### src/cmcwc_pkg.sv
// package for the cpu clock mode and wait control block
// assumes one 250 MHz MCLK domain; oscillator inputs arrive asynchronously
package cmcwc_pkg;

  // ----------------------------------------------------------------
  // counts and reset values
  // ----------------------------------------------------------------
  localparam int CMCWC_CNT_W = 5;
  localparam int CMCWC_PERIPH_W = 5;
  // source edges (rise and fall) per cpu clock half period, one per divisor
  localparam logic [4:0] CMCWC_HALF_DIV1 = 5'h01;
  localparam logic [4:0] CMCWC_HALF_DIV2 = 5'h02;
  localparam logic [4:0] CMCWC_HALF_DIV4 = 5'h04;
  localparam logic [4:0] CMCWC_HALF_DIV8 = 5'h08;
  localparam logic [4:0] CMCWC_HALF_DIV16 = 5'h10;
  localparam logic [4:0] CMCWC_HALF_RESET = CMCWC_HALF_DIV8;
  localparam logic [1:0] CMCWC_FIELD_DIV1 = 2'h0;
  localparam logic [1:0] CMCWC_FIELD_DIV2 = 2'h1;
  localparam logic [1:0] CMCWC_FIELD_DIV4 = 2'h2;
  localparam logic [1:0] CMCWC_FIELD_DIV16 = 2'h3;
  // periph counter bit positions for f2, f4, f8 and f32
  localparam int CMCWC_F2_BIT = 0;
  localparam int CMCWC_F4_BIT = 1;
  localparam int CMCWC_F8_BIT = 2;
  localparam int CMCWC_F32_BIT = 4;

  // ----------------------------------------------------------------
  // types
  // ----------------------------------------------------------------
  typedef enum logic [1:0] {
    CMCWC_MODE_MAIN_FAST,
    CMCWC_MODE_SUB_SLOW,
    CMCWC_MODE_FAST_INT,
    CMCWC_MODE_SLOW_INT
  } cmcwc_mode_type;

  typedef struct packed {
    logic system_clock_select;
    logic osc_stop_irq_enable;
    logic cpu_div_field_hi;
    logic cpu_div_field_lo;
    logic slow_osc_disable;
    logic port_function_select;
    logic sub_clock_select;
    logic div_by_eight;
    logic main_crystal_stop;
    logic sub_osc_enable;
    logic periph_clock_stop_in_wait;
    logic fast_osc_enable;
    logic internal_osc_source;
    logic count_source_protect;
  } cmcwc_ctrl_type;

  // f1, f2, f4, f8, f32 from bit 0 upward
  typedef struct packed {
    logic cpu_clock;
    logic watchdog_clock;
    logic internal_osc_periph_clock;
    logic fast_osc_timer_clock;
    logic slow_osc_watchdog_clock;
    logic [4:0] periph_clock;
  } cmcwc_clocks_type;

  typedef struct packed {
    logic stage1;
    logic stage2;
    logic stage3;
  } cmcwc_sync_state_type;

endpackage

### src/cmcwc_core.sv
// cpu clock mode selection, clock division and wait mode control
// assumes oscillators are sampled in MCLK and run well below MCLK / 4
`timescale 1ns/1ps
module cmcwc_core #(
  parameter int PORT_WIDTH = 8
) (
  // clock and reset
  input wire logic MCLK,
  input wire logic RST,
  // raw oscillator inputs
  input wire logic MAIN_CRYSTAL_CLOCK,
  input wire logic SUB_CRYSTAL_CLOCK,
  input wire logic FAST_OSC_CLOCK,
  input wire logic SLOW_OSC_CLOCK,
  // control bits, same clock domain
  input wire cmcwc_pkg::cmcwc_ctrl_type CTRL,
  // cpu wait handshake
  input wire logic WAIT_EXEC,
  input wire logic WAKE_REQ,
  // port hold
  input wire logic [PORT_WIDTH-1:0] PORT_DRIVE,
  output logic [PORT_WIDTH-1:0] PORT_OUT,
  // clocks and status
  output cmcwc_pkg::cmcwc_clocks_type CLOCKS,
  output cmcwc_pkg::cmcwc_mode_type MODE,
  output logic IN_WAIT
);
  import cmcwc_pkg::*;

  initial begin
    if (PORT_WIDTH < 1) begin
      $error("PORT_WIDTH must be at least 1");
    end
  end

  // ----------------------------------------------------------------
  // state
  // ----------------------------------------------------------------
  typedef struct packed {
    cmcwc_mode_type active_mode;
    logic [CMCWC_CNT_W-1:0] active_half;
    logic [CMCWC_CNT_W-1:0] edge_cnt;
    logic cpu_clk;
    logic cpu_run;
    logic [CMCWC_PERIPH_W-1:0] periph_cnt;
    logic in_wait;
    logic [PORT_WIDTH-1:0] port_hold;
    cmcwc_clocks_type clocks;
  } cmcwc_state_type;

  cmcwc_state_type st;
  cmcwc_state_type next_st;

  // ----------------------------------------------------------------
  // helpers
  // ----------------------------------------------------------------
  function automatic logic [CMCWC_CNT_W-1:0] half_of(input cmcwc_ctrl_type c);
    logic [CMCWC_CNT_W-1:0] h;
    h = CMCWC_HALF_DIV1;
    if (c.div_by_eight) begin
      h = CMCWC_HALF_DIV8;
    end else begin
      case ({c.cpu_div_field_hi, c.cpu_div_field_lo})
        CMCWC_FIELD_DIV1: h = CMCWC_HALF_DIV1;
        CMCWC_FIELD_DIV2: h = CMCWC_HALF_DIV2;
        CMCWC_FIELD_DIV4: h = CMCWC_HALF_DIV4;
        CMCWC_FIELD_DIV16: h = CMCWC_HALF_DIV16;
        default: h = CMCWC_HALF_DIV1;
      endcase
    end
    if (c.sub_clock_select) begin
      h = CMCWC_HALF_DIV1;
    end
    return h;
  endfunction

  function automatic cmcwc_mode_type mode_of(input cmcwc_ctrl_type c);
    cmcwc_mode_type m;
    m = CMCWC_MODE_SLOW_INT;
    if (c.sub_clock_select) begin
      m = CMCWC_MODE_SUB_SLOW;
    end else if (!c.system_clock_select) begin
      m = CMCWC_MODE_MAIN_FAST;
    end else if (c.fast_osc_enable && c.internal_osc_source) begin
      m = CMCWC_MODE_FAST_INT;
    end else begin
      m = CMCWC_MODE_SLOW_INT;
    end
    return m;
  endfunction

  // ----------------------------------------------------------------
  // oscillator sampling
  // ----------------------------------------------------------------
  logic main_lvl, main_edge, main_rise;
  logic sub_lvl, sub_edge, sub_rise;
  logic fast_lvl, fast_edge, fast_rise;
  logic slow_lvl, slow_edge, slow_rise;

  cmcwc_sync u_main (.clk(MCLK), .rst(RST), .raw(MAIN_CRYSTAL_CLOCK),
    .level(main_lvl), .any_edge(main_edge), .rise(main_rise));
  cmcwc_sync u_sub (.clk(MCLK), .rst(RST), .raw(SUB_CRYSTAL_CLOCK),
    .level(sub_lvl), .any_edge(sub_edge), .rise(sub_rise));
  cmcwc_sync u_fast (.clk(MCLK), .rst(RST), .raw(FAST_OSC_CLOCK),
    .level(fast_lvl), .any_edge(fast_edge), .rise(fast_rise));
  cmcwc_sync u_slow (.clk(MCLK), .rst(RST), .raw(SLOW_OSC_CLOCK),
    .level(slow_lvl), .any_edge(slow_edge), .rise(slow_rise));

  // ----------------------------------------------------------------
  // next state
  // ----------------------------------------------------------------
  always_comb begin
    logic main_on;
    logic sub_on;
    logic fast_on;
    logic int_fast;
    logic int_lvl;
    logic int_rise;
    logic sys_lvl;
    logic sys_rise;
    logic src_edge;
    logic gate_periph;
    src_edge = 1'b0;
    gate_periph = 1'b0;
    next_st = st;
    // crystal only usable with the pins in oscillator function and not stopped
    main_on = CTRL.port_function_select && !CTRL.main_crystal_stop;
    sub_on = CTRL.sub_osc_enable;
    fast_on = CTRL.fast_osc_enable;
    int_fast = CTRL.fast_osc_enable && CTRL.internal_osc_source;
    int_lvl = int_fast ? fast_lvl : slow_lvl;
    int_rise = int_fast ? fast_rise : slow_rise;
    sys_lvl = CTRL.system_clock_select ? int_lvl : (main_lvl && main_on);
    sys_rise = CTRL.system_clock_select ? int_rise : (main_rise && main_on);

    case (st.active_mode)
      CMCWC_MODE_MAIN_FAST: src_edge = main_edge && main_on;
      CMCWC_MODE_SUB_SLOW: src_edge = sub_edge && sub_on;
      CMCWC_MODE_FAST_INT: src_edge = fast_edge && fast_on;
      CMCWC_MODE_SLOW_INT: src_edge = slow_edge;
      default: src_edge = 1'b0;
    endcase

    // wait entry wins over a simultaneous wake
    next_st.in_wait = WAIT_EXEC || (st.in_wait && !WAKE_REQ);
    if (!st.in_wait && !WAIT_EXEC) begin
      next_st.port_hold = PORT_DRIVE;
    end

    // cpu clock: selection changes only while the clock is low, after a full low phase;
    // run state changes then and also as the clock falls, so no short pulse appears
    if (src_edge) begin
      if (st.edge_cnt == st.active_half - 5'h01) begin
        next_st.edge_cnt = '0;
        if (st.cpu_clk) begin
          next_st.cpu_clk = 1'b0;
        end else if (st.cpu_run && (!st.in_wait || CTRL.osc_stop_irq_enable)) begin
          // a wait that lands mid low phase must not let one more pulse out
          next_st.cpu_clk = 1'b1;
        end
        if (!st.cpu_clk || !st.cpu_run) begin
          next_st.active_mode = mode_of(CTRL);
          next_st.active_half = half_of(CTRL);
          next_st.cpu_run = !st.in_wait || CTRL.osc_stop_irq_enable;
        end
        if (st.cpu_clk) begin
          next_st.cpu_run = !st.in_wait || CTRL.osc_stop_irq_enable;
        end
      end else begin
        next_st.edge_cnt = st.edge_cnt + 5'h01;
      end
    end

    // peripheral clocks from system clock rising edges
    gate_periph = st.in_wait && CTRL.periph_clock_stop_in_wait;
    if (!gate_periph && sys_rise) begin
      next_st.periph_cnt = st.periph_cnt + 5'h01;
    end
    next_st.clocks.periph_clock[0] = sys_lvl && !gate_periph;
    next_st.clocks.periph_clock[1] = st.periph_cnt[CMCWC_F2_BIT] && !gate_periph;
    next_st.clocks.periph_clock[2] = st.periph_cnt[CMCWC_F4_BIT] && !gate_periph;
    next_st.clocks.periph_clock[3] = st.periph_cnt[CMCWC_F8_BIT] && !gate_periph;
    next_st.clocks.periph_clock[4] = st.periph_cnt[CMCWC_F32_BIT] && !gate_periph;

    // oscillator clocks keep running in wait
    next_st.clocks.cpu_clock = st.cpu_clk;
    next_st.clocks.internal_osc_periph_clock =
      int_lvl && (!CTRL.slow_osc_disable || CTRL.fast_osc_enable);
    next_st.clocks.fast_osc_timer_clock = fast_lvl && CTRL.fast_osc_enable;
    next_st.clocks.slow_osc_watchdog_clock = slow_lvl && !CTRL.slow_osc_disable;
    // protected watchdog counts the slow clock and so survives wait
    next_st.clocks.watchdog_clock = CTRL.count_source_protect ?
      (slow_lvl && !CTRL.slow_osc_disable) : st.cpu_clk;
  end

  always_ff @(posedge MCLK) begin
    if (RST) begin
      st <= '0;
      st.active_mode <= CMCWC_MODE_SLOW_INT;
      st.active_half <= CMCWC_HALF_RESET;
      st.cpu_run <= 1'b1;
    end else begin
      st <= next_st;
    end
  end

  // ----------------------------------------------------------------
  // outputs
  // ----------------------------------------------------------------
  assign CLOCKS = st.clocks;
  assign MODE = st.active_mode;
  assign IN_WAIT = st.in_wait;
  assign PORT_OUT = st.port_hold;
endmodule

### src/cmcwc_sync.sv
// two-flop synchroniser with a third flop for edge detection
// assumes the raw input is asynchronous to clk
`timescale 1ns/1ps
module cmcwc_sync (
  // clock and reset
  input wire logic clk,
  input wire logic rst,
  // raw oscillator level
  input wire logic raw,
  // synchronised level and edge pulses
  output logic level,
  output logic any_edge,
  output logic rise
);
  import cmcwc_pkg::*;

  cmcwc_sync_state_type st;
  cmcwc_sync_state_type next_st;

  always_comb begin
    next_st.stage1 = raw;
    next_st.stage2 = st.stage1;
    next_st.stage3 = st.stage2;
  end

  always_ff @(posedge clk) begin
    if (rst) begin
      st <= '0;
    end else begin
      st <= next_st;
    end
  end

  // stage1 feeds stage2 only
  assign level = st.stage2;
  assign any_edge = st.stage2 ^ st.stage3;
  assign rise = st.stage2 & ~st.stage3;
endmodule
### config.mk
export PLATFORM = sky130hd
export DESIGN_NAME = cmcwc_core
export DESIGN_NICKNAME = d
export VERILOG_FILES = /design/src/cmcwc_pkg.sv /design/src/cmcwc_core.sv /design/src/cmcwc_sync.sv
export SDC_FILE = /design/constraint.sdc
export NUM_CORES = 1
export LEC_CHECK = 0
export BUFFER_PORTS_ARGS = -buffer_cell sky130_fd_sc_hd__buf_4
export CELL_PAD_IN_SITES_DETAIL_PLACEMENT = 1
export CELL_PAD_IN_SITES_GLOBAL_PLACEMENT = 1
export CORE_MARGIN = 2
export CORE_UTILIZATION = 40
export DETAILED_ROUTE_END_ITERATION = 6
export PLACE_DENSITY_LB_ADDON = 0.1
export SETUP_SLACK_MARGIN = 0.3
export SLEW_MARGIN = 20
export SYNTH_ARGS = -nofsm -noshare
export SYNTH_HDL_FRONTEND = slang
export SYNTH_SLANG_ARGS = --single-unit
### constraint.sdc
create_clock -name MCLK -period 2.35 [get_ports MCLK]
set_clock_uncertainty 0.2 [all_clocks]
set_input_delay 0.1175 -clock MCLK [delete_from_list [all_inputs] [get_ports MCLK]]
set_output_delay 0.1175 -clock MCLK [all_outputs]
set_load 0.01 [all_outputs]
==> results of run 1 <==
==> area by class of cell <==
cell class / instances / area, sq um
Clock inverter: 1 / 30.0
Tap cell: 72 / 90.1
Sequential cell: 50 / 1010
Clock buffer: 7 / 76.3
Inverter: 11 / 41.3
Multi-Input combinational cell: 156 / 1140
Fill cell: 633 / 2290
Timing Repair Buffer: 92 / 761
==> cells by family (layout without fill, tap and decap cells) <==
logic type	Yosys count	in the layout	synth area share (%)
AOI/OAI and AO/OA	44	44	12.2
xor gates and xnor gates	10	10	3.92
and+or+nand+nor	88	88	21.5
DFF	50	50	44.8
muxes	8	8	3.70
adders and majority gates	6	6	3.36
buffers and inverters	40	111	10.4
==> how the worst max path moves through the flow <==
| stage | start | to | slack (ps) | cells after the start |
|---|---|---|---|---|
| floorplan | u_slow.level | next_st[9] | 250 | 7 |
| global placement | u_slow.level | st[29] | 190 | 6 |
| detailed placement | u_slow.level | st[30] | 170 | 6 |
| CTS | u_slow.st[0] | next_st[9] | 230 | 7 |
| global route | u_main.st[0] | st[34] | 180 | 9 |
| finish | u_main.st[0] | st[34] | 260 | 9 |
==> critical path: stages, from the launching register on <==
cell and delay, ps:
dfxtp_2 330, inv_2 40, ha_4 250, nor2_2 30
a221oi_2 320, or2_4 220, buf_4 130, nor3_4 40
buf_6 140, a311o_1 290
==> registers in the layout, indices dropped and copies added, names as in the netlist, 2 cells and up <==
| register | count |
|---|---|
| CLOCKS | 10 |
| MODE | 2 |
| PORT_OUT | 8 |
| st | 16 |
==> placed cells by master (no fill, tap or decap), types with 4 or more instances in the layout <==
cell / instances
clkbuf_8: 5
inv_2: 5
dlygate4sd3_1: 25
dfxtp_1: 42
ha_4: 4
and2_1: 6
a21oi_1: 17
o21ai_0: 10
nor2b_1: 18
nand3b_1: 4
buf_4: 65
dfxtp_2: 8
nand3_1: 6
nand2_1: 20
xnor2_1: 5
inv_1: 6
nor2_1: 9
mux2i_1: 6
==> layer usage <==
metal	vias up	part of all wire (%)	track usage, %
met5	-	0	0
met4	0	1.5	5.44
met3	9	2.9	3.86
met2	36	53	33.2
met1	933	43	22.2
li1	954	-	-
==> power breakdown <==
part	switching (mW)	internal [mW]
logic	0.0876	0.116
registers	0.0140	0.870
clock network	0.278	0.319
total	0.379	1.31
==> stage by stage <==
| stage | hold WS, ps | setup slack (ps) | std cells |
|---|---|---|---|
| after floorplan | -10.9 | 248 | 246 |
| after global placement | 103 | 191 | 342 |
| after detailed placement | 96.3 | 174 | 342 |
| after CTS | 44.0 | 227 | 385 |
| after global routing | 70.0 | 177 | 389 |
| final | 22.6 | 256 | 389 |
==> what timing repair did <==
item,4_1_cts,5_1_grt
gates cloned,0,0
endpoints found under the setup margin,11,15
gates resized for setup,11,23
hold endpoints to repair,24,0
hold buffers,25,0
buffers inserted,10,4
pin swaps,13,15
==> reports/metrics.yaml, run 1 <==
critical_path:
  worstReg2RegStart: "u_main.st[0]"
  required_ps: 2340
  worst_setup_path_end_kind: "register"
  cp-start-kind: "register"
  r2r-end: "st[34]"
  r2r_slack_ps: 260
  worstSetupPathType: "reg -> reg"
  crit_fanout: 7
  reg2reg_depth: 9
  cp.arrival_ps: 2090
hold_path:
  hold_class: "in -> reg"
  whs_endpoint: "CLOCKS[0]"
  hp-start: "CTRL[3]"
  hold_depth: 3
run:
  maxCapViolCount: 0
final_layout:
  antenna_cells: 0
  drive_gt1_share_pct: 34.1
  area_growth_pct: 41.1
  finalNetCount: 352
  final_util_pct: 57.9
  fin_area_sq_um: 3150
timing:
  worst_pin_slew_ps: 474
  fmax_mhz: 477
  finalCriticalPeriod_ps: 2090
  relSlewSlack_pct: 68.4
  period_share_pct: 89.1
  finalSetupViolCount: 0
  finalSetupTns_ps: 0
  rsz0062_at_grt: "yes"
  drv_slew: 0
  hold_viol: 0
die:
  chipHeight_um: 78.7
  die_x_um: 78.7
  dieArea_sq_um: 6190
  std_cell_rows: 27
  io_pins: 51
  start_util_pct: 41.0
  coreArea_sq_um: 5440
cts:
  cts_tree: "yes"
  clock-root-buffer: "clkbuf_8"
  cts_buffers: 5
  clock_path_buffers: 2
  cts_num_sinks: 50
  htree_levels: 2
  clkTransAtPathRegs_ps: 90
  insertion_delay_ps: 300
synth:
  syn_area_per_cell_sq_um: 9.07
  synth.most_common_cell: "dfxtp_1"
  ys_seq_area_share_pct: 44.8
  synth_area_leaders: "dfxtp_1 (45%), buf_4 (6.7%), nor2b_1 (5.3%)"
  synth.net_count: 282
  netlist_area_sq_um: 2230
  synth_top_area_share_pct: 44.8
  synth.distinct_cells: 39
  synth_flop_cell: "dfxtp_1"
  netlist_instances: 246
  async_reset_ff_share_pct: 0
  ys_ff_latch: 50
  yosys_warnings: 0
  yosysTopAreaCell: "dfxtp_1"
  synth_commonest_cells: "dfxtp_1 (50), buf_4 (20), nand2_1 (20)"
  synth_edf_count: 0
detailed_routing:
  drt_first_pass_iters: 4
  drt_iter0_markers: 54
  ant_nets: 0
  vias_per_cell: 4.97
  drt-wirelength-per-cell_um: 14.2
  drc: 0
  num_vias: 1932
  drt-total-wl_mm: 5.51
status:
  status: "finished clean"
global_route:
  grt_max_degree: 46
  overflow: 0
  track_usage_pct: 18.5
  antenna_found_initial: 0
  grt_pass1_vias: 1964
  grt_first_pass_wirelength_mm: 9.14
place:
  dp_hpwl_mm: 3.44
  gp_congestion: 0.723
  place_area_sq_um: 2540
  port_buffers: 50
power:
  finalPower_mw: 1.68
  power_leakage_nw: 1.32
  ir_drop_v: 0.000399
  p_per_area_nw_per_um2: 535
(Power assumes the default switching activity.)
==> inputs of run 2 (changes only) <==
CORE_UTILIZATION = 41   (was 40)
CTS_BUF_LIST = sky130_fd_sc_hd__clkbuf_2   (was not set)
SLEW_MARGIN = 10   (was 20)
==> reports/metrics.yaml, run 2 (synthesized netlist as in run 1, its figures left out) <==
global_route:
  track_usage_pct: 21.8  # +3.3 points
  overflow: 0  # unchanged
  antenna_found_initial: 0  # unchanged
  grt_first_pass_wirelength_mm: 10.3  # +13%
  grt_pass1_vias: 2190  # +12%
  grt_max_degree: 46  # unchanged
cts:
  insertion_delay_ps: 440  # +140 ps
  clock-root-buffer: "clkbuf_2"
  clock_path_buffers: 2  # unchanged
  cts_num_sinks: 50  # unchanged
  hold_buffers: 50  # +100%
  cts_buffers: 5  # unchanged
  htree_levels: 2  # unchanged
  clkTransAtPathRegs_ps: 260  # +170 ps
  cts_tree: "yes"
detailed_routing:
  drt-wirelength-per-cell_um: 15.6  # +10%
  drc: 0  # unchanged
  drt_first_pass_iters: 2  # -2
  ant_nets: 0  # unchanged
  vias_per_cell: 4.89  # -1.4%
  drt_iter0_markers: 52  # -3.7%
  num_vias: 1997  # +3.4%
  drt-total-wl_mm: 6.37  # +16%
final_layout:
  drive_gt1_share_pct: 30.2  # -3.9 points
  finalNetCount: 373  # +6.0%
  largest_register_ffs: 16  # unchanged
  final_cell_mix: "buf_4 (60), dlygate4sd3_1 (50), dfxtp_1 (44), nand2_1 (20), nor2b_1 (18)"
  area_growth_pct: 48.7
  final_common_cell: "buf_4"
  top_register: "st"
  antenna_cells: 0  # unchanged
die:
  die_x_um: 77.8  # -1.2%
  start_util_pct: 43.2  # +2.1 points
  std_cell_rows: 26  # -3.7%
  dieArea_sq_um: 6050  # -2.3%
  coreArea_sq_um: 5170  # -4.9%
  io_pins: 51  # unchanged
  chipHeight_um: 77.8  # -1.2%
place:
  dp_hpwl_mm: 3.37  # -2.0%
  gp_congestion: 0.768  # +6.2%
  place_ws_ps: 199  # +24.8 ps
  port_buffers: 50  # unchanged
timing:
  finalCriticalPeriod_ps: 2090  # -7.33 ps
  whs_ps: -79.3  # -102 ps
  relSlewSlack_pct: 66.7  # -1.8 points
  fin_ws_ps: 263  # +7.33 ps
  worst_pin_slew_ps: 500  # +26.4 ps
  period_share_pct: 88.8  # -0.31 points
  fmax_mhz: 479  # +0.35%
  finalSetupViolCount: 0  # unchanged
  hold_viol: 15  # +15
  finalSetupTns_ps: 0  # unchanged
  drv_slew: 0  # unchanged
  rsz0062_at_grt: "yes"
critical_path:
  required_ps: 2550  # +210 ps
  cp.arrival_ps: 2290  # +200 ps
  cp-start-kind: "register"
  worstSetupPathType: "reg -> reg"
  crit_fanout: 8  # +1
  r2r_slack_ps: 260  # about the same
  reg2reg_depth: 7  # -2
  worst_setup_path_end_kind: "register"
status:
  status: "finished, violations left"
  violations: "negative hold slack"
power:
  power_leakage_nw: 1.39  # +5.8%
  p_per_area_nw_per_um2: 477  # -11%
  ir_drop_v: 0.000300  # -25%
  finalPower_mw: 1.58  # -6.0%
hold_path:
  hold_depth: 2  # -1
  hold_class: "in -> reg"
run:
  maxCapViolCount: 0  # unchanged
## run 2: cell count changes in the layout (fill, tap and decap cells not counted), moves of 2 or more
| cell | change |
|---|---|
| dlygate4sd3_1 | +25 |
| clkbuf_2 | +6 |
| buf_4 | -5 |
| clkbuf_8 | -5 |
| clkbuf_1 | -2 |
| dfxtp_1 | +2 |
| dfxtp_2 | -2 |
| inv_1 | +2 |
| inv_2 | -2 |
## run 2: final timing paths
path	from	end
min reg2reg	PORT_OUT[4]	PORT_OUT[4]
min	RST	st[19]
max reg2reg	u_slow.st[0]	next_st[9]
max	u_slow.st[0]	next_st[9]
## run 2: power breakdown
group          internal, mW  switching, mW
sequential            0.874         0.0145
combinational         0.131         0.0959
clock                 0.184          0.284
## run 2: worst max-delay path, stage by stage (launching register included)
cell and delay, ps:
dfxtp_2 390, inv_2 40, ha_4 220, nand2b_1 140, o311a_1 150, or2_4 290, or4_4 500, a21oi_2 120
## run 2: timing repair
item                                   in CTS  in global routing
setup endpoints to repair                  10                 20
gates resized for setup                     9                 21
endpoints found under the hold margin      47                 16
setup buffers                              10                  0
pin swaps                                  15                  9
## run 2: final cells by class
class | instances | area (sq um)
clock inverters | 2 | 37.5
clock buffers | 6 | 30.0
fillers | 577 | 1850
repair buffers | 113 | 985
well taps | 70 | 87.6
multi-input cells | 156 | 1130
flip-flops and latches | 50 | 1010
inverters | 11 | 41.3
## run 2: stage by stage
| step | std cells | cell area [sq um] | util (%) |
|---|---|---|---|
| after floorplan | 246 | 2250 | - |
| after global placement | 340 | 2540 | 49.1 |
| after detailed placement | 340 | 2540 | 49.1 |
| after CTS | 408 | 3220 | 62.3 |
| after global routing | 408 | 3320 | 64.2 |
| final | 408 | 3320 | 64.2 |
## run 2: routing by layer
metal / routed length [um] / share of wire, % / vias up / track usage (%)
li1: - / - / 999 / -
met1: 2680 / 42 / 963 / 25.2
met2: 3450 / 54 / 30 / 41.0
met3: 168 / 2.6 / 5 / 3.37
met4: 74 / 1.2 / 0 / 6.43
met5: 0 / 0 / - / 0
==> inputs of run 3 (changes only) <==
CORE_MARGIN = 4   (was 2)
==> reports/metrics.yaml, run 3 (synthesized netlist as in run 1, its figures left out) <==
final_layout:
  finalNetCount: 369  # -1.1%
  final_cell_mix: "buf_4 (63), dfxtp_1 (43), dlygate4sd3_1 (42), nand2_1 (20), nor2b_1 (18)"
  area_growth_pct: 47.4
  drive_gt1_share_pct: 32.7  # +2.6 points
  antenna_cells: 0  # unchanged
  largest_register_ffs: 16  # unchanged
  final_common_cell: "buf_4"
  top_register: "st"
power:
  p_comb_share_pct: 14.4  # about the same
  ir_drop_v: 0.000316  # +5.4%
  seqPwrFrac_pct: 57.2  # +1.1 points
  sw_frac_of_total_pct: 24.6  # -0.33 points
  internal_power_mw: 1.17  # -1.3%
  power_frac_clock_pct: 28.4  # -1.2 points
  p_per_area_nw_per_um2: 473  # -0.90%
  switching_power_mw: 0.383  # -3.1%
  finalPower_mw: 1.55  # -1.8%
  power_leakage_nw: 1.39  # -0.62%
cts:
  hold_buffers: 42  # -16%
  cts_buffers: 5  # unchanged
  cts_tree: "yes"
  clock_path_buffers: 2  # unchanged
  clock-root-buffer: "clkbuf_2"
  htree_levels: 2  # unchanged
  clkTransAtPathRegs_ps: 250  # about the same
  cts_num_sinks: 50  # unchanged
  insertion_delay_ps: 430  # about the same
hold_path:
  hp-start: "RST"
  hold_class: "in -> reg"
timing:
  finalSetupViolCount: 0  # unchanged
  finalCriticalPeriod_ps: 2120  # +34.3 ps
  hold_viol: 17  # +2
  relSlewSlack_pct: 65.2  # -1.4 points
  whs_ps: -93.4  # -14.0 ps
  drv_slew: 0  # unchanged
  fmax_mhz: 471  # -1.6%
  period_share_pct: 90.3  # +1.5 points
  rsz0062_at_grt: "yes"
  worst_pin_slew_ps: 520  # +19.5 ps
  finalSetupTns_ps: 0  # unchanged
status:
  violations: "negative hold slack"
  status: "finished, violations left"
die:
  coreArea_sq_um: 5200  # +0.63%
  chipHeight_um: 81.8  # +5.1%
  dieArea_sq_um: 6690  # +11%
  std_cell_rows: 26  # unchanged
  io_pins: 51  # unchanged
  die_x_um: 81.8  # +5.1%
  start_util_pct: 42.9  # -0.27 points
place:
  port_buffers: 50  # unchanged
  dp_hpwl_mm: 3.66  # +8.6%
  gp_congestion: 0.823  # +7.1%
global_route:
  grt_pass1_vias: 2261  # +3.2%
  grt_first_pass_wirelength_mm: 10.6  # +2.6%
  overflow: 0  # unchanged
  antenna_found_initial: 0  # unchanged
  track_usage_pct: 20.6  # -1.2 points
  grt_max_degree: 46  # unchanged
critical_path:
  crit_family: "simple AND/OR/NAND/NOR gates"
  worstPathCellList: "inv_2, ha_4, xor2_2, xnor2_1, buf_4, and4_4, or4_4, a31oi_1"
  worst_setup_path_end_kind: "register"
  cp_num_buf_inv: 2  # +1
  reg2reg_depth: 8  # +1
  required_ps: 2540  # about the same
  cp.arrival_ps: 2310  # +20 ps
  crit_fanout: 6  # -2
  r2r-end: "st[29]"
  cp-start-kind: "register"
  worstSetupPathType: "reg -> reg"
  startpoint: "st[31]"
  crit_cells: 8  # +1
  slowest_delay_ps: 470  # -30 ps
  worstReg2RegStart: "st[31]"
  critPathCapture: "st[29]"
  slowest_stage: "or4_4"
  r2r_slack_ps: 230  # -30 ps
detailed_routing:
  drt-total-wl_mm: 6.48  # +1.6%
  drt_iter0_markers: 113  # +120%
  num_vias: 2050  # +2.7%
  drc: 0  # unchanged
  drt_first_pass_iters: 4  # +2
  drt-wirelength-per-cell_um: 16.1  # +2.9%
  ant_nets: 0  # unchanged
  vias_per_cell: 5.09  # +3.9%
run:
  maxCapViolCount: 0  # unchanged
-- run 3: cell types whose count changed in the layout (fill, tap and decap cells not counted), sizes merged --
cell         change
clkinv           +1
buf              +3
clkbuf           -1
dlygate4sd3      -8
clkinvlp         -1
or2              +1
-- run 3: worst min-delay path by stage --
| stage | cells past startpoint | slack, ps | to |
|---|---|---|---|
| 5_1_grt | 2 | -100 | IN_WAIT |
| 2_1_floorplan | 1 | -10 | CLOCKS[5] |
| 4_1_cts | 2 | -120 | IN_WAIT |
| 3_5_place_dp | 2 | 100 | CLOCKS[5] |
| 6_report | 2 | -90 | IN_WAIT |
| 3_3_place_gp | 2 | 100 | CLOCKS[5] |
-- run 3: area by class of cell --
| type | instances | area, sq um |
|---|---|---|
| Clock inverter | 2 | 33.8 |
| Inverter | 11 | 41.3 |
| Tap cell | 70 | 87.6 |
| Timing Repair Buffer | 108 | 927 |
| Fill cell | 588 | 1920 |
| Sequential cell | 50 | 1010 |
| Clock buffer | 5 | 25.0 |
| Multi-Input combinational cell | 157 | 1160 |
-- run 3: metrics by stage --
stage | area (sq um) | setup WS [ps] | hold WS (ps) | std cells | util, %
finish | 3290 | 229 | -93.4 | 403 | 63.2
detailed placement | 2540 | 187 | 99.2 | 340 | 48.8
CTS | 3180 | 206 | -121 | 401 | 61.0
global route | 3290 | 153 | -96.0 | 403 | 63.2
floorplan | 2250 | 248 | -10.9 | 246 | -
global placement | 2540 | 203 | 101 | 340 | 48.8
-- run 3: repair_timing --
item                                    4_1_cts  5_1_grt
hold endpoints to repair                     50       17
resized for setup                            16       22
gates cloned                                  1        0
endpoints found under the setup margin       11       17
pin swaps                                    15       13
setup buffers                                11        2
-- run 3: routing by layer --
metal	up-vias	global-route usage (%)	wire, um	part of all wire [%]
met4	0	9.30	139	2.1
met2	46	36.0	3380	52
met1	995	24.5	2670	41
met5	-	0	0	0
li1	996	-	-	-
met3	13	3.51	282	4.4
-- run 3: worst reg2reg max path, cell delays in order, from the launching register on --
cell and delay (ps):
dfxtp_2 390, inv_2 50, ha_4 160, xor2_2 150, xnor2_1 160, buf_4 140, and4_4 190, or4_4 470
a31oi_1 170
-- run 3: power by group through the flow --
stage / sequential, mW / clock (mW) / combinational, mW
after detailed placement: 0.904 / 0 / 0.150
after global routing: 0.894 / 0.490 / 0.245
after CTS: 0.888 / 0.455 / 0.213
final: 0.889 / 0.442 / 0.224
after floorplan: 0.899 / 0 / 0.0887
after global placement: 0.904 / 0 / 0.148
